===== src/hdl/driver_status_cfg.svh =====
// Constants for the driver status, OTP and clock trim register bank
`ifndef DRIVER_STATUS_CFG_SVH
`define DRIVER_STATUS_CFG_SVH

// Register addresses
`define ADDR_W 7
`define ADDR_GLOBAL_STATUS_FLAGS 7'h01
`define ADDR_INPUT_PIN_READBACK 7'h04
`define ADDR_OTP_PROGRAM_COMMAND 7'h06
`define ADDR_OTP_READ_DATA 7'h07
`define ADDR_OSCILLATOR_TRIM 7'h08
`define ADDR_SHORT_CONF 7'h09

// Global status flag positions
`define GLOBAL_STATUS_FLAGS_W 3
`define GLOBAL_STATUS_FLAGS_RESET_BIT 0
`define GLOBAL_STATUS_FLAGS_DRV_ERR_BIT 1
`define GLOBAL_STATUS_FLAGS_PUMP_UV_BIT 2

// Input readback layout
`define PIN_W 6
`define INPUT_PIN_READBACK_ONE_BIT 6
`define VERSION_LSB 24
`define VERSION_W 8
// Arbitrary neutral version code
`define VERSION_CODE 8'hA5

// OTP program command layout
`define OTP_BIT_LSB 0
`define OTP_BIT_W 3
`define OTP_BYTE_LSB 4
`define OTP_BYTE_W 2
`define OTP_KEY_LSB 8
`define OTP_KEY_W 8
`define OTP_KEY_VALUE 8'hBD
`define OTP_BYTES 4
`define OTP_BYTE_BITS 8
// Factory preset of OTP byte 0: trim code for nominal clock
`define OTP_BYTE0_FACTORY 8'h10
`define OTP_BLANK_BYTE 8'h00

// Clock trim and short level fields
`define TRIM_W 5
`define TRIM_RESET 5'h10
`define SHORT_LEVEL_W 4
`define SHORT_LEVEL_RESET 4'h6

`endif


===== src/hdl/driver_status_pkg.sv =====
// Types shared by the driver status register bank
package driver_status_pkg;

    typedef struct packed {
        logic speed_ctrl_output_pin;
        logic driver_enable_low_pin;
        logic speed_ctrl_input_pin;
        logic speed_ctrl_enable_pin;
        logic dir;
        logic step;
    } pin_t;

    typedef struct packed {
        logic over_temp;
        logic short_det;
        logic pump_uv;
    } fault_t;

    typedef struct packed {
        logic wr;
        logic rd;
        logic [6:0] addr;
        logic [31:0] wdata;
    } reg_req_t;

    typedef enum logic [1:0] {
        otp_idle,
        otp_load,
        otp_run
    } otp_state_t;

endpackage : driver_status_pkg


===== src/hdl/driver_status_otp_regs.sv =====
// Global status, input readback, OTP access and clock trim register bank
`timescale 1ns/10ps
`default_nettype none
`include "driver_status_cfg.svh"

// Overview of operation
// - Status flags clear only by writing one; zero bits leave them alone.
// - Reset flag bit 0 is set whenever the device has been reset.
// - Bit 1 sets when driver stage shuts down for heat or short.
// - Driver error clear succeeds only while temperature is below limit.
// - Pump undervoltage disables driver while present and latches bit 2.
// - Input register returns live pins in bits 0..5, bit 6 reads one.
// - Bits 31..24 of input register give read-only silicon version code.
// - Each write to OTP program register programs exactly one bit.
// - Reading OTP program register refreshes OTP read data from array.
// - Bit select picks bit set to one; byte select written zero.
// - Programming needs key 0xBD in bits 15..8 on every write.
// - OTP read register shows OTP byte 0 in bits 7..0, read-only.
// - Five-bit trim code selects clock, lowest at 0, highest at 31.
// - After reset trim loads from OTP, preset for nominal clock.
// - Four-bit level sets low-side short-to-supply detection sensitivity.

module driver_status_otp_regs
    import driver_status_pkg::*;
(
    input wire logic i_clk,
    input wire logic i_sys_rst,
    input wire reg_req_t i_reg_req,
    input wire pin_t i_pins,
    input wire fault_t i_faults,
    output logic [31:0] o_reg_rdata,
    output logic o_reg_rvalid,
    output logic o_driver_off,
    output logic [`TRIM_W-1:0] o_clock_trim,
    output logic [`SHORT_LEVEL_W-1:0] o_supply_short_level,
    output logic o_otp_busy
);

    // Exact address match on the register port
    function automatic logic hit(
        input logic [`ADDR_W-1:0] addr,
        input logic [`ADDR_W-1:0] target
    );
        hit = (addr == target);
    endfunction : hit

    logic [`PIN_W-1:0] pins_sync;
    fault_t faults_sync;

    logic [`GLOBAL_STATUS_FLAGS_W-1:0] status_reg;
    logic [`GLOBAL_STATUS_FLAGS_W-1:0] status_next;
    logic [`OTP_BYTE_BITS-1:0] otp_mem_reg [`OTP_BYTES];
    logic [`OTP_BYTE_BITS-1:0] otp_read_reg;
    logic [`TRIM_W-1:0] trim_reg;
    logic [`SHORT_LEVEL_W-1:0] short_level_reg;
    logic [31:0] rdata_reg;
    logic rvalid_reg;
    otp_state_t otp_state_reg;
    otp_state_t otp_state_next;

    logic wr_status;
    logic wr_otp_program_command;
    logic rd_otp_program_command;
    logic wr_trim;
    logic wr_short;
    logic key_ok;
    logic [`OTP_BIT_W-1:0] prog_bit;
    logic [`OTP_BYTE_W-1:0] prog_byte;
    logic [31:0] read_mux;
    logic clr_reset;
    logic clr_drv_err;
    logic clr_pump_uv;
    logic drv_err_cause;
    logic otp_loading;
    logic prog_fire;
    logic otp_refresh;

    // Pins and analog fault comparators arrive from outside this clock
    sync_2ff #(
        .WIDTH(`PIN_W)
    ) u_pin_sync (
        .i_clk(i_clk),
        .i_sys_rst(i_sys_rst),
        .i_async(i_pins),
        .o_sync(pins_sync)
    );

    sync_2ff #(
        .WIDTH($bits(fault_t))
    ) u_fault_sync (
        .i_clk(i_clk),
        .i_sys_rst(i_sys_rst),
        .i_async(i_faults),
        .o_sync(faults_sync)
    );

    assign wr_status = i_reg_req.wr
        && hit(i_reg_req.addr, `ADDR_GLOBAL_STATUS_FLAGS);
    assign wr_otp_program_command = i_reg_req.wr
        && hit(i_reg_req.addr, `ADDR_OTP_PROGRAM_COMMAND);
    assign rd_otp_program_command = i_reg_req.rd
        && hit(i_reg_req.addr, `ADDR_OTP_PROGRAM_COMMAND);
    assign wr_trim = i_reg_req.wr
        && hit(i_reg_req.addr, `ADDR_OSCILLATOR_TRIM);
    assign wr_short = i_reg_req.wr
        && hit(i_reg_req.addr, `ADDR_SHORT_CONF);

    assign prog_bit = i_reg_req.wdata[`OTP_BIT_LSB +: `OTP_BIT_W];
    assign prog_byte = i_reg_req.wdata[`OTP_BYTE_LSB +: `OTP_BYTE_W];
    assign key_ok = (i_reg_req.wdata[`OTP_KEY_LSB +: `OTP_KEY_W]
        == `OTP_KEY_VALUE);

    // Program writes are ignored until the load after reset has finished
    assign otp_loading = (otp_state_reg == otp_load);
    assign prog_fire = wr_otp_program_command && key_ok
        && (otp_state_reg == otp_run);
    assign otp_refresh = otp_loading || rd_otp_program_command;

    // Write-one-to-clear update; a live cause outweighs a clear
    function automatic logic w1c_next(
        input logic flag,
        input logic cause,
        input logic clear
    );
        if (cause) begin
            w1c_next = 1'b1;
        end else if (clear) begin
            w1c_next = 1'b0;
        end else begin
            w1c_next = flag;
        end
    endfunction : w1c_next

    assign clr_reset = wr_status
        && i_reg_req.wdata[`GLOBAL_STATUS_FLAGS_RESET_BIT];
    assign clr_pump_uv = wr_status
        && i_reg_req.wdata[`GLOBAL_STATUS_FLAGS_PUMP_UV_BIT];
    // Driver error refuses the clear while still too hot
    assign clr_drv_err = wr_status
        && i_reg_req.wdata[`GLOBAL_STATUS_FLAGS_DRV_ERR_BIT]
        && !faults_sync.over_temp;
    assign drv_err_cause = faults_sync.over_temp
        || faults_sync.short_det;

    // Reset flag has no hardware cause once out of reset
    always_comb begin
        status_next[`GLOBAL_STATUS_FLAGS_RESET_BIT] = w1c_next(
            status_reg[`GLOBAL_STATUS_FLAGS_RESET_BIT], 1'b0, clr_reset);
        status_next[`GLOBAL_STATUS_FLAGS_DRV_ERR_BIT] = w1c_next(
            status_reg[`GLOBAL_STATUS_FLAGS_DRV_ERR_BIT], drv_err_cause, clr_drv_err);
        status_next[`GLOBAL_STATUS_FLAGS_PUMP_UV_BIT] = w1c_next(
            status_reg[`GLOBAL_STATUS_FLAGS_PUMP_UV_BIT], faults_sync.pump_uv,
            clr_pump_uv);
    end

    always_ff @(posedge i_clk or posedge i_sys_rst) begin
        if (i_sys_rst) begin
            // Only the reset flag comes up set
            status_reg <= `GLOBAL_STATUS_FLAGS_W'(1) << `GLOBAL_STATUS_FLAGS_RESET_BIT;
        end else begin
            status_reg <= status_next;
        end
    end

    // Driver stays off for the live undervoltage and the latched driver error
    always_ff @(posedge i_clk or posedge i_sys_rst) begin
        if (i_sys_rst) begin
            o_driver_off <= 1'b1;
        end else begin
            o_driver_off <= faults_sync.pump_uv
                || status_next[`GLOBAL_STATUS_FLAGS_DRV_ERR_BIT];
        end
    end

    // OTP sequencer: load after reset, then serve program writes
    always_comb begin
        otp_state_next = otp_state_reg;
        unique case (otp_state_reg)
            otp_idle: begin
                otp_state_next = otp_load;
            end
            otp_load: begin
                otp_state_next = otp_run;
            end
            otp_run: begin
                otp_state_next = otp_run;
            end
            default: begin
                otp_state_next = otp_idle;
            end
        endcase
    end

    always_ff @(posedge i_clk or posedge i_sys_rst) begin
        if (i_sys_rst) begin
            otp_state_reg <= otp_idle;
        end else begin
            otp_state_reg <= otp_state_next;
        end
    end

    assign o_otp_busy = (otp_state_reg != otp_run);

    // Fuse array; reset restores the factory image of the part
    always_ff @(posedge i_clk or posedge i_sys_rst) begin
        if (i_sys_rst) begin
            otp_mem_reg[0] <= `OTP_BYTE0_FACTORY;
            for (int i = 1; i < `OTP_BYTES; i++) begin
                otp_mem_reg[i] <= `OTP_BLANK_BYTE;
            end
        end else if (prog_fire) begin
            // Fuses only ever go to one, a single bit per write
            otp_mem_reg[prog_byte][prog_bit] <= 1'b1;
        end
    end

    // Read data holds its value until refreshed, so programming shows late
    always_ff @(posedge i_clk or posedge i_sys_rst) begin
        if (i_sys_rst) begin
            otp_read_reg <= `OTP_BLANK_BYTE;
        end else if (otp_refresh) begin
            otp_read_reg <= otp_mem_reg[0];
        end
    end

    // Trim loads from OTP once after reset, then software may override
    always_ff @(posedge i_clk or posedge i_sys_rst) begin
        if (i_sys_rst) begin
            trim_reg <= `TRIM_RESET;
        end else if (otp_loading) begin
            trim_reg <= otp_mem_reg[0][`TRIM_W-1:0];
        end else if (wr_trim) begin
            trim_reg <= i_reg_req.wdata[`TRIM_W-1:0];
        end
    end

    assign o_clock_trim = trim_reg;

    always_ff @(posedge i_clk or posedge i_sys_rst) begin
        if (i_sys_rst) begin
            short_level_reg <= `SHORT_LEVEL_RESET;
        end else if (wr_short) begin
            short_level_reg <= i_reg_req.wdata[`SHORT_LEVEL_W-1:0];
        end
    end

    assign o_supply_short_level = short_level_reg;

    // Read multiplexer; unmapped and write-only addresses read zero
    always_comb begin
        read_mux = 32'h0000_0000;
        unique case (i_reg_req.addr)
            `ADDR_GLOBAL_STATUS_FLAGS: begin
                read_mux[`GLOBAL_STATUS_FLAGS_W-1:0] = status_reg;
            end
            `ADDR_INPUT_PIN_READBACK: begin
                read_mux[`PIN_W-1:0] = pins_sync;
                read_mux[`INPUT_PIN_READBACK_ONE_BIT] = 1'b1;
                read_mux[`VERSION_LSB +: `VERSION_W] = `VERSION_CODE;
            end
            `ADDR_OTP_READ_DATA: begin
                read_mux[`OTP_BYTE_BITS-1:0] = otp_read_reg;
            end
            `ADDR_OSCILLATOR_TRIM: begin
                read_mux[`TRIM_W-1:0] = trim_reg;
            end
            default: begin
                read_mux = 32'h0000_0000;
            end
        endcase
    end

    always_ff @(posedge i_clk or posedge i_sys_rst) begin
        if (i_sys_rst) begin
            rdata_reg <= 32'h0000_0000;
        end else if (i_reg_req.rd) begin
            rdata_reg <= read_mux;
        end
    end

    // Valid trails the request by one clock, like the data
    always_ff @(posedge i_clk or posedge i_sys_rst) begin
        if (i_sys_rst) begin
            rvalid_reg <= 1'b0;
        end else begin
            rvalid_reg <= i_reg_req.rd;
        end
    end

    assign o_reg_rdata = rdata_reg;
    assign o_reg_rvalid = rvalid_reg;

endmodule : driver_status_otp_regs

`default_nettype wire


===== src/hdl/sync_2ff.sv =====
// Two flip-flop synchroniser for asynchronous level inputs
`timescale 1ns/10ps
`default_nettype none

module sync_2ff #(
    parameter int WIDTH = 1
) (
    input wire logic i_clk,
    input wire logic i_sys_rst,
    input wire logic [WIDTH-1:0] i_async,
    output logic [WIDTH-1:0] o_sync
);

    logic [WIDTH-1:0] meta_reg;
    logic [WIDTH-1:0] sync_reg;

    // First stage feeds only the second stage
    always_ff @(posedge i_clk or posedge i_sys_rst) begin
        if (i_sys_rst) begin
            meta_reg <= '0;
            sync_reg <= '0;
        end else begin
            meta_reg <= i_async;
            sync_reg <= meta_reg;
        end
    end

    assign o_sync = sync_reg;

endmodule : sync_2ff

`default_nettype wire


===== config.mk =====
export PLATFORM = sky130hd
export DESIGN_NAME = driver_status_otp_regs
export DESIGN_NICKNAME = d
export VERILOG_FILES = /design/src/hdl/driver_status_pkg.sv /design/src/hdl/driver_status_otp_regs.sv /design/src/hdl/sync_2ff.sv
export VERILOG_INCLUDE_DIRS = /design/src /design/src/hdl
export SDC_FILE = /design/constraint.sdc
export NUM_CORES = 1
export LEC_CHECK = 0
export ABC_CLOCK_PERIOD_IN_PS = 1740
export BUFFER_PORTS_ARGS = -buffer_cell sky130_fd_sc_hd__buf_2
export CAP_MARGIN = 20
export CORE_AREA = 2 2 80 82
export CTS_CLUSTER_DIAMETER = 50
export DETAILED_ROUTE_END_ITERATION = 6
export DIE_AREA = 0 0 82 84
export PLACE_DENSITY_LB_ADDON = 0.05
export SYNTH_ARGS = -nofsm -noshare
export SYNTH_HDL_FRONTEND = slang
export SYNTH_SLANG_ARGS = --single-unit

===== constraint.sdc =====
create_clock -name i_clk -period 1.74 [get_ports i_clk]
set_input_delay 0.261 -clock i_clk [delete_from_list [all_inputs] [get_ports i_clk]]
set_output_delay 0.261 -clock i_clk [all_outputs]
set_load 0.1 [all_outputs]

==> key figures, run 1 <==
Run status
  • Run status: finished, final reports clean

Power and ir drop
  • Tot Pwr: 3161 µW
  • Clock network fraction of design power: 0.378
  • Leak Pwr: 0.001562 µW
  • Internal power component: 2205 µW
  • Switch share: 0.3025
  • Combinational Power Share: 0.167
  • Flop pwr share: 0.455
  • Peak supply drop: 0.0005825 V
  • Power density relative to cell area: 1011 mW/mm²
  • Power dissipated by switching net loads: 956.2 µW

Hold path
  • Type of the tightest min-delay check: input pin to register
  • Hold-critical path endpoint: u_pin_sync.meta_reg[1]$_DFF_PP0_
  • Hold depth: 1
  • Worst Min Path Start: i_pins[1]

Layout
  • Syn-to-layout area delta: 21.97%
  • Total number of nets in the final design: 328
  • Final Instance Count excl. Fillers: 355
  • Largest register FFs: 9
  • # diodes: 0
  • Share of final-layout standard cells stronger than drive strength 1: 0.3993

Timing
  • Final Worst Setup Slack: 0.05934 ns
  • Period minus WS final: 1.681 ns
  • Relative slew slack: 0.5744
  • Unrepaired setup endpoints after global routing: yes
  • Fraction of the cycle the final worst path needs: 0.9659
  • Number of failing setup endpoints in the final timing report: 0
  • Worst Clk Skew: 0.006710 ns
  • Post-Route Hold Slack: 0.03276 ns
  • Number of slew-limit violations in the final report: 0
  • Highest attainable clock frequency: 0.5950 GHz
  • Final hold violation count: 0
  • Worst-margin pin slew: 0.6360 ns
  • Total negative setup slack: 0 ns

Clock tree
  • Clock-pin slew on the worst setup and hold paths: 0.06 ns
  • Root buffer selected by CTS: clkbuf_8
  • Inserted Clock Buffers: 9
  • Sink Count: 59
  • Insertion delay to the later sink of the worst-skew pair: 0.33 ns
  • Maximum buffer depth of the clock tree: 2
  • TritonCTS clock tree: yes
  • Number of levels in the clock H-tree: 3

Drt
  • First-pass iteration count of the detailed router: 4
  • Number of violations reported at the end of detailed-routing iteration 0: 47
  • Number of vias per cell after detailed routing: 4.887
  • Detailed-route via count: 1735
  • Number of nets with antenna violations after routing: 0
  • Detailed-route wire length per cell: 14.95 µm
  • DRC violations left: 0
  • Sum of routed wire length over all layers: 5309 µm

Floorplanning
  • Top-level I/O count: 96
  • Core Area: 0.006096 mm²
  • Area of the die: 0.006888 mm²
  • Row count: 29
  • Effective utilization at floorplan: 0.4204
  • Die width: 82 µm
  • Height of the die: 84 µm

Synth
  • Synth area leader: dfrtp_1
  • Mapped Cells: 204
  • Total number of yosys warnings: 0
  • Proportion of synthesized flip-flops having asynchronous set or reset: 1.000
  • Number of enable-type register cells in the synthesized netlist: 0
  • Number of distinct library cells after synthesis: 47
  • Flop and latch count out of synthesis: 59
  • Post-synth top flop: dfrtp_1
  • Share of the yosys chip area belonging to registers: 0.5791
  • Synthesized area per cell: 12.56 µm²
  • Fraction of synthesized cell area taken by the top area cell type: 0.5176
  • Summed instance area of the synthesized netlist: 0.002562 mm²
  • Biggest area contributors in the synthesized netlist: dfrtp_1 (52%), buf_4 (6.7%), dfstp_2 (6.2%), mux2_2 (4.4%), mux2i_1 (2.0%)

Critical path
  • Logic depth of the worst register-to-register path: 7
  • Standard cell with the maximum stage delay on the critical path: dfrtp_1
  • Worst reg2reg endpoint: otp_mem_reg[28]$_DFFE_PP1P_
  • Critical path peak fanout: 4
  • Worst Path Arrival: 1.92 ns
  • Required time of the worst setup path: 1.98 ns
  • Element type at the critical path end: register
  • Maximum cell stage delay along the critical path: 0.39 ns
  • Element type at the critical path start: register
  • R2r setup slk: 0.06 ns
  • Start of the worst register-to-register path: otp_state_reg[0]$_DFF_PP0_
  • Worst-path cell chain: inv_2 > ha_4 > nand4b_1 > nor4_2 > buf_4 > nand4_1 > o31ai_1
  • Worst Path Class, Setup: register to register

Place
  • Port Buffers: 57
  • Final weighted congestion of routability-driven global placement: 0.7341
  • Total placed cells including tap cells: 337
  • Pre-CTS worst setup slack: 0.004831 ns
  • Final HPWL DP: 3810 µm

Global route
  • Overflow after GRT: 0
  • Overall global routing resource usage: 0.1720
  • Largest net degree at the start of global routing: 60
  • First-pass GRT wire length: 8659 µm
  • Number of antenna violations at the first check in global routing: 0
  • Vias in the first global route: 1713

Flow run
  • Maximum Capacitance Violations: 0
how the worst max path moves through the flow:
stage / slack (ns) / to / startpoint
floorplan: 0.03 / o_clock_trim[0]$_DFFE_PP0P_ / i_sys_rst
global placement: 0.03 / otp_mem_reg[29]$_DFFE_PP0P_ / otp_state_reg[0]$_DFF_PP0_
detailed placement: 0.005 / otp_mem_reg[28]$_DFFE_PP1P_ / otp_state_reg[0]$_DFF_PP0_
CTS: 0.02 / otp_mem_reg[28]$_DFFE_PP1P_ / otp_state_reg[0]$_DFF_PP0_
global route: -0.03 / otp_mem_reg[28]$_DFFE_PP1P_ / otp_state_reg[0]$_DFF_PP0_
finish: 0.06 / otp_mem_reg[28]$_DFFE_PP1P_ / otp_state_reg[0]$_DFF_PP0_
repair_timing:
action,4_1_cts,5_1_grt
resized for setup,1,3
hold buffers,1,0
buffers inserted,0,1
pin swaps,0,1
endpoints found under the hold margin,53,0
endpoints found under the setup margin,3,8
through the flow:
stage | area, µm² | util
3_5_place_dp | 2902 | 0.4760
5_1_grt | 3126 | 0.5127
6_report | 3126 | 0.5127
3_3_place_gp | 2902 | 0.4760
4_1_cts | 3105 | 0.5094
2_1_floorplan | 2634 | -
synth_stat cells (2+ instances only):
cell,n
inv_1,11
mux2_2,10
nand4_1,2
nor3_1,2
mux2i_1,5
nand4b_1,2
a22oi_1,4
a222oi_1,2
o2bb2ai_1,5
clkbuf_1,5
a22o_1,5
a21oi_1,2
nand3_1,3
buf_2,2
mux2_1,2
a21o_1,2
a31o_2,4
buf_4,23
o21ai_0,8
o31ai_1,4
nor2_1,3
ha_1,3
nand2_1,13
dfrtp_1,53
dfstp_2,6
or2_1,2
cell type report:
class	count	area [µm²]
Tap cell	77	96.34
Clock buffer	14	152.6
Clock inverter	2	35.03
Multi-Input combinational cell	123	925.9
Inverter	11	41.29
Timing Repair Buffer	69	390.4
Fill cell	585	2970
Sequential cell	59	1484
worst max-delay path: cells and delay by family, from the launching register on:
family / cells / cell delay (ns)
flops: 1 / 0.39
buf+inv: 2 / 0.25
compound gates: 1 / 0.29
fa+ha+maj: 1 / 0.13
simple gates: 3 / 0.53
layout by cell type, fill, tap and decap left out, types with 6 or more instances in the layout:
cell type and n:
mux2_2 10, buf_4 10, conb_1 20, dfstp_2 6
inv_1 9, clkbuf_8 10, dfrtp_1 53, buf_2 57
o21ai_0 8, nand2_1 13
routing by layer:
| layer | vias to the layer above | global-route usage | routed length [µm] |
|---|---|---|---|
| met1 | 846 | 0.2399 | 2467 |
| met2 | 57 | 0.2498 | 2454 |
| met5 | - | 0 | 0 |
| li1 | 822 | - | - |
| met3 | 10 | 0.04113 | 285 |
| met4 | 0 | 0.08182 | 102 |
power by group through the flow:
stage               Combinational, µW  Clock (µW)  Sequential (µW)
floorplan                         319           0             1590
global route                      557        1300             1440
detailed placement                531           0             1460
CTS                               534        1230             1440
global placement                  530           0             1460
finish                            529        1200             1440
cells by family (layout without fill, tap and decap cells):
group / after synthesis / in the layout / synth area share
multiplexers: 17 / 17 / 0.07227
AND/OR/NAND/NOR: 41 / 41 / 0.1069
AO/OA/AOI/OAI: 41 / 41 / 0.1274
buffers and inverters: 41 / 96 / 0.09473
flip-flops: 59 / 59 / 0.5791
XOR/XNOR: 1 / 1 / 0.003419
adder cells (fa/ha/maj): 3 / 3 / 0.01465
other: 1 / 20 / 0.001463
Note: power is estimated with default switching activity, not from simulation.
==> run 2, diff against run 1 <==
--- a/config.mk
+++ b/config.mk
@@ -13,7 +13,7 @@
 export CTS_CLUSTER_DIAMETER = 50
 export DETAILED_ROUTE_END_ITERATION = 6
 export DIE_AREA = 0 0 82 84
-export PLACE_DENSITY_LB_ADDON = 0.05
+export PLACE_DENSITY = 0.73
 export SYNTH_ARGS = -nofsm -noshare
 export SYNTH_HDL_FRONTEND = slang
 export SYNTH_SLANG_ARGS = --single-unit
==> key figures, run 2 (synthesized netlist as in run 1, its figures left out) <==
Power and ir drop
  • Combinational Power Share: 0.172
  • Peak supply drop: 0.0006262 V
  • Clock network fraction of design power: 0.355
  • Internal power component: 2091 µW
  • Tot Pwr: 3045 µW
  • Leak Pwr: 0.001549 µW
  • Power density relative to cell area: 980.4 mW/mm²
  • Flop pwr share: 0.472
  • Power dissipated by switching net loads: 953.3 µW
  • Switch share: 0.3131

Floorplanning
  • Top-level I/O count: 96
  • Die width: 82 µm
  • Height of the die: 84 µm
  • Row count: 29
  • Area of the die: 0.006888 mm²
  • Effective utilization at floorplan: 0.4204
  • Core Area: 0.006096 mm²

Global route
  • First-pass GRT wire length: 8162 µm
  • Vias in the first global route: 1725
  • Largest net degree at the start of global routing: 60
  • Overall global routing resource usage: 0.1629
  • Number of antenna violations at the first check in global routing: 0
  • Overflow after GRT: 0

Timing
  • Unrepaired setup endpoints after global routing: yes
  • Final hold violation count: 0
  • Number of slew-limit violations in the final report: 0
  • Worst Clk Skew: 0.003633 ns
  • Worst-margin pin slew: 0.6031 ns
  • Period minus WS final: 1.682 ns
  • Number of failing setup endpoints in the final timing report: 0
  • Post-Route Hold Slack: 0.03338 ns
  • Highest attainable clock frequency: 0.5944 GHz
  • Relative slew slack: 0.5965
  • Fraction of the cycle the final worst path needs: 0.9668

Clock tree
  • TritonCTS clock tree: yes
  • Maximum buffer depth of the clock tree: 2
  • Inserted Clock Buffers: 9
  • Number of levels in the clock H-tree: 3
  • Clock-pin slew on the worst setup and hold paths: 0.06 ns
  • Root buffer selected by CTS: clkbuf_8
  • Insertion delay to the later sink of the worst-skew pair: 0.33 ns
  • Sink Count: 59

Layout
  • Final Instance Count excl. Fillers: 353
  • Largest register FFs: 9
  • Total number of nets in the final design: 326
  • Most common cell after layout, fill and taps aside: buf_2
  • Highest-count cells in the layout ignoring fill and taps: buf_2 (57), dfrtp_1 (53), conb_1 (20), nand2_1 (13), clkbuf_8 (11)
  • Syn-to-layout area delta: 21.19%
  • Share of final-layout standard cells stronger than drive strength 1: 0.4058
  • # diodes: 0
  • Fraction of the core area covered by cells at the end of the flow: 0.5094

Critical path
  • Logic depth of the worst register-to-register path: 7
  • Element type at the critical path start: register
  • Element type at the critical path end: register
  • Worst Path Class, Setup: register to register
  • Worst reg2reg endpoint: otp_mem_reg[28]$_DFFE_PP1P_
  • Critical path peak fanout: 4
  • Worst Path Arrival: 1.93 ns
  • Start of the worst register-to-register path: otp_state_reg[0]$_DFF_PP0_
  • Required time of the worst setup path: 1.98 ns
  • R2r setup slk: 0.06 ns

Drt
  • Number of violations reported at the end of detailed-routing iteration 0: 155
  • Detailed-route via count: 1762
  • Detailed-route wire length per cell: 14.46 µm
  • Sum of routed wire length over all layers: 5106 µm
  • DRC violations left: 0
  • Number of vias per cell after detailed routing: 4.992
  • First-pass iteration count of the detailed router: 4
  • Number of nets with antenna violations after routing: 0

Place
  • Port Buffers: 57
  • Final HPWL DP: 3615 µm
  • Total placed cells including tap cells: 334
  • Final weighted congestion of routability-driven global placement: 0.8097

Hold path
  • Worst Min Path Start: i_pins[4]
  • Hold-critical path endpoint: u_pin_sync.meta_reg[4]$_DFF_PP0_
  • Hold depth: 1
  • Type of the tightest min-delay check: input pin to register

Flow run
  • Maximum Capacitance Violations: 0

Run status
  • Run status: finished, final reports clean
-- run 2: cell types whose count changed in the layout (fill, tap and decap cells not counted) --
cell	delta
bufinv_16	-1
clkbuf_1	-1
o31ai_2	+2
clkbuf_8	+1
buf_4	-2
clkinv_2	+1
o31ai_1	-2
-- run 2: metal layers --
layer  track usage  vias up  share of wire
met5             0        -              0
met3       0.05628       12          0.083
met4       0.09545        0          0.025
met1        0.2136      848           0.45
li1              -      823              -
met2        0.2306       79           0.44
-- run 2: cell type report --
type	count	area, µm²
clock buffer	14	162.7
multi-input combinational	123	935.9
inverter	11	41.29
fill	538	2990
tap	77	96.34
clock inverter	2	10.01
timing repair buffer	67	375.4
sequential	59	1484
-- run 2: how the worst max path moves through the flow --
stage                                    start                          end  cells past startpoint
CTS                 otp_state_reg[0]$_DFF_PP0_  otp_mem_reg[29]$_DFFE_PP0P_                      7
global route        otp_state_reg[0]$_DFF_PP0_  otp_mem_reg[30]$_DFFE_PP0P_                      7
floorplan                            i_sys_rst  o_clock_trim[0]$_DFFE_PP0P_                      1
detailed placement  otp_state_reg[0]$_DFF_PP0_  otp_mem_reg[29]$_DFFE_PP0P_                      7
finish              otp_state_reg[0]$_DFF_PP0_  otp_mem_reg[28]$_DFFE_PP1P_                      7
global placement    otp_state_reg[0]$_DFF_PP0_  otp_mem_reg[29]$_DFFE_PP0P_                      7
-- run 2: power groups by stage --
stage	Sequential [µW]	Combinational (µW)	Clock, µW
after floorplan	1590	319	0
after global placement	1460	519	0
after detailed placement	1460	523	0
after CTS	1440	526	1120
after global routing	1440	553	1180
final	1440	525	1080
-- run 2: timing repair --
item	CTS	global route
gates resized for setup	1	5
hold endpoints to repair	53	0
buffers inserted	0	2
endpoints found under the setup margin	1	8
hold buffers	1	0
-- run 2: worst max-delay path: stages, from the launching register on --
cell and delay, ns:
dfrtp_1 0.39, inv_2 0.08, ha_4 0.13, nand4b_1 0.10
nor4_2 0.24, buf_4 0.16, nand4_1 0.23, o31ai_1 0.28
-- run 2: per-stage QoR --
| step | instance area (µm²) | setup TNS (ns) | worst slack [ns] |
|---|---|---|---|
| floorplan | 2634 | 0 | 0.03259 |
| global placement | 2879 | 0 | 0.09388 |
| detailed placement | 2879 | 0 | 0.01392 |
| CTS | 3068 | -0.002942 | -0.002942 |
| global route | 3105 | -0.2291 | -0.09620 |
| finish | 3105 | 0 | 0.05771 |
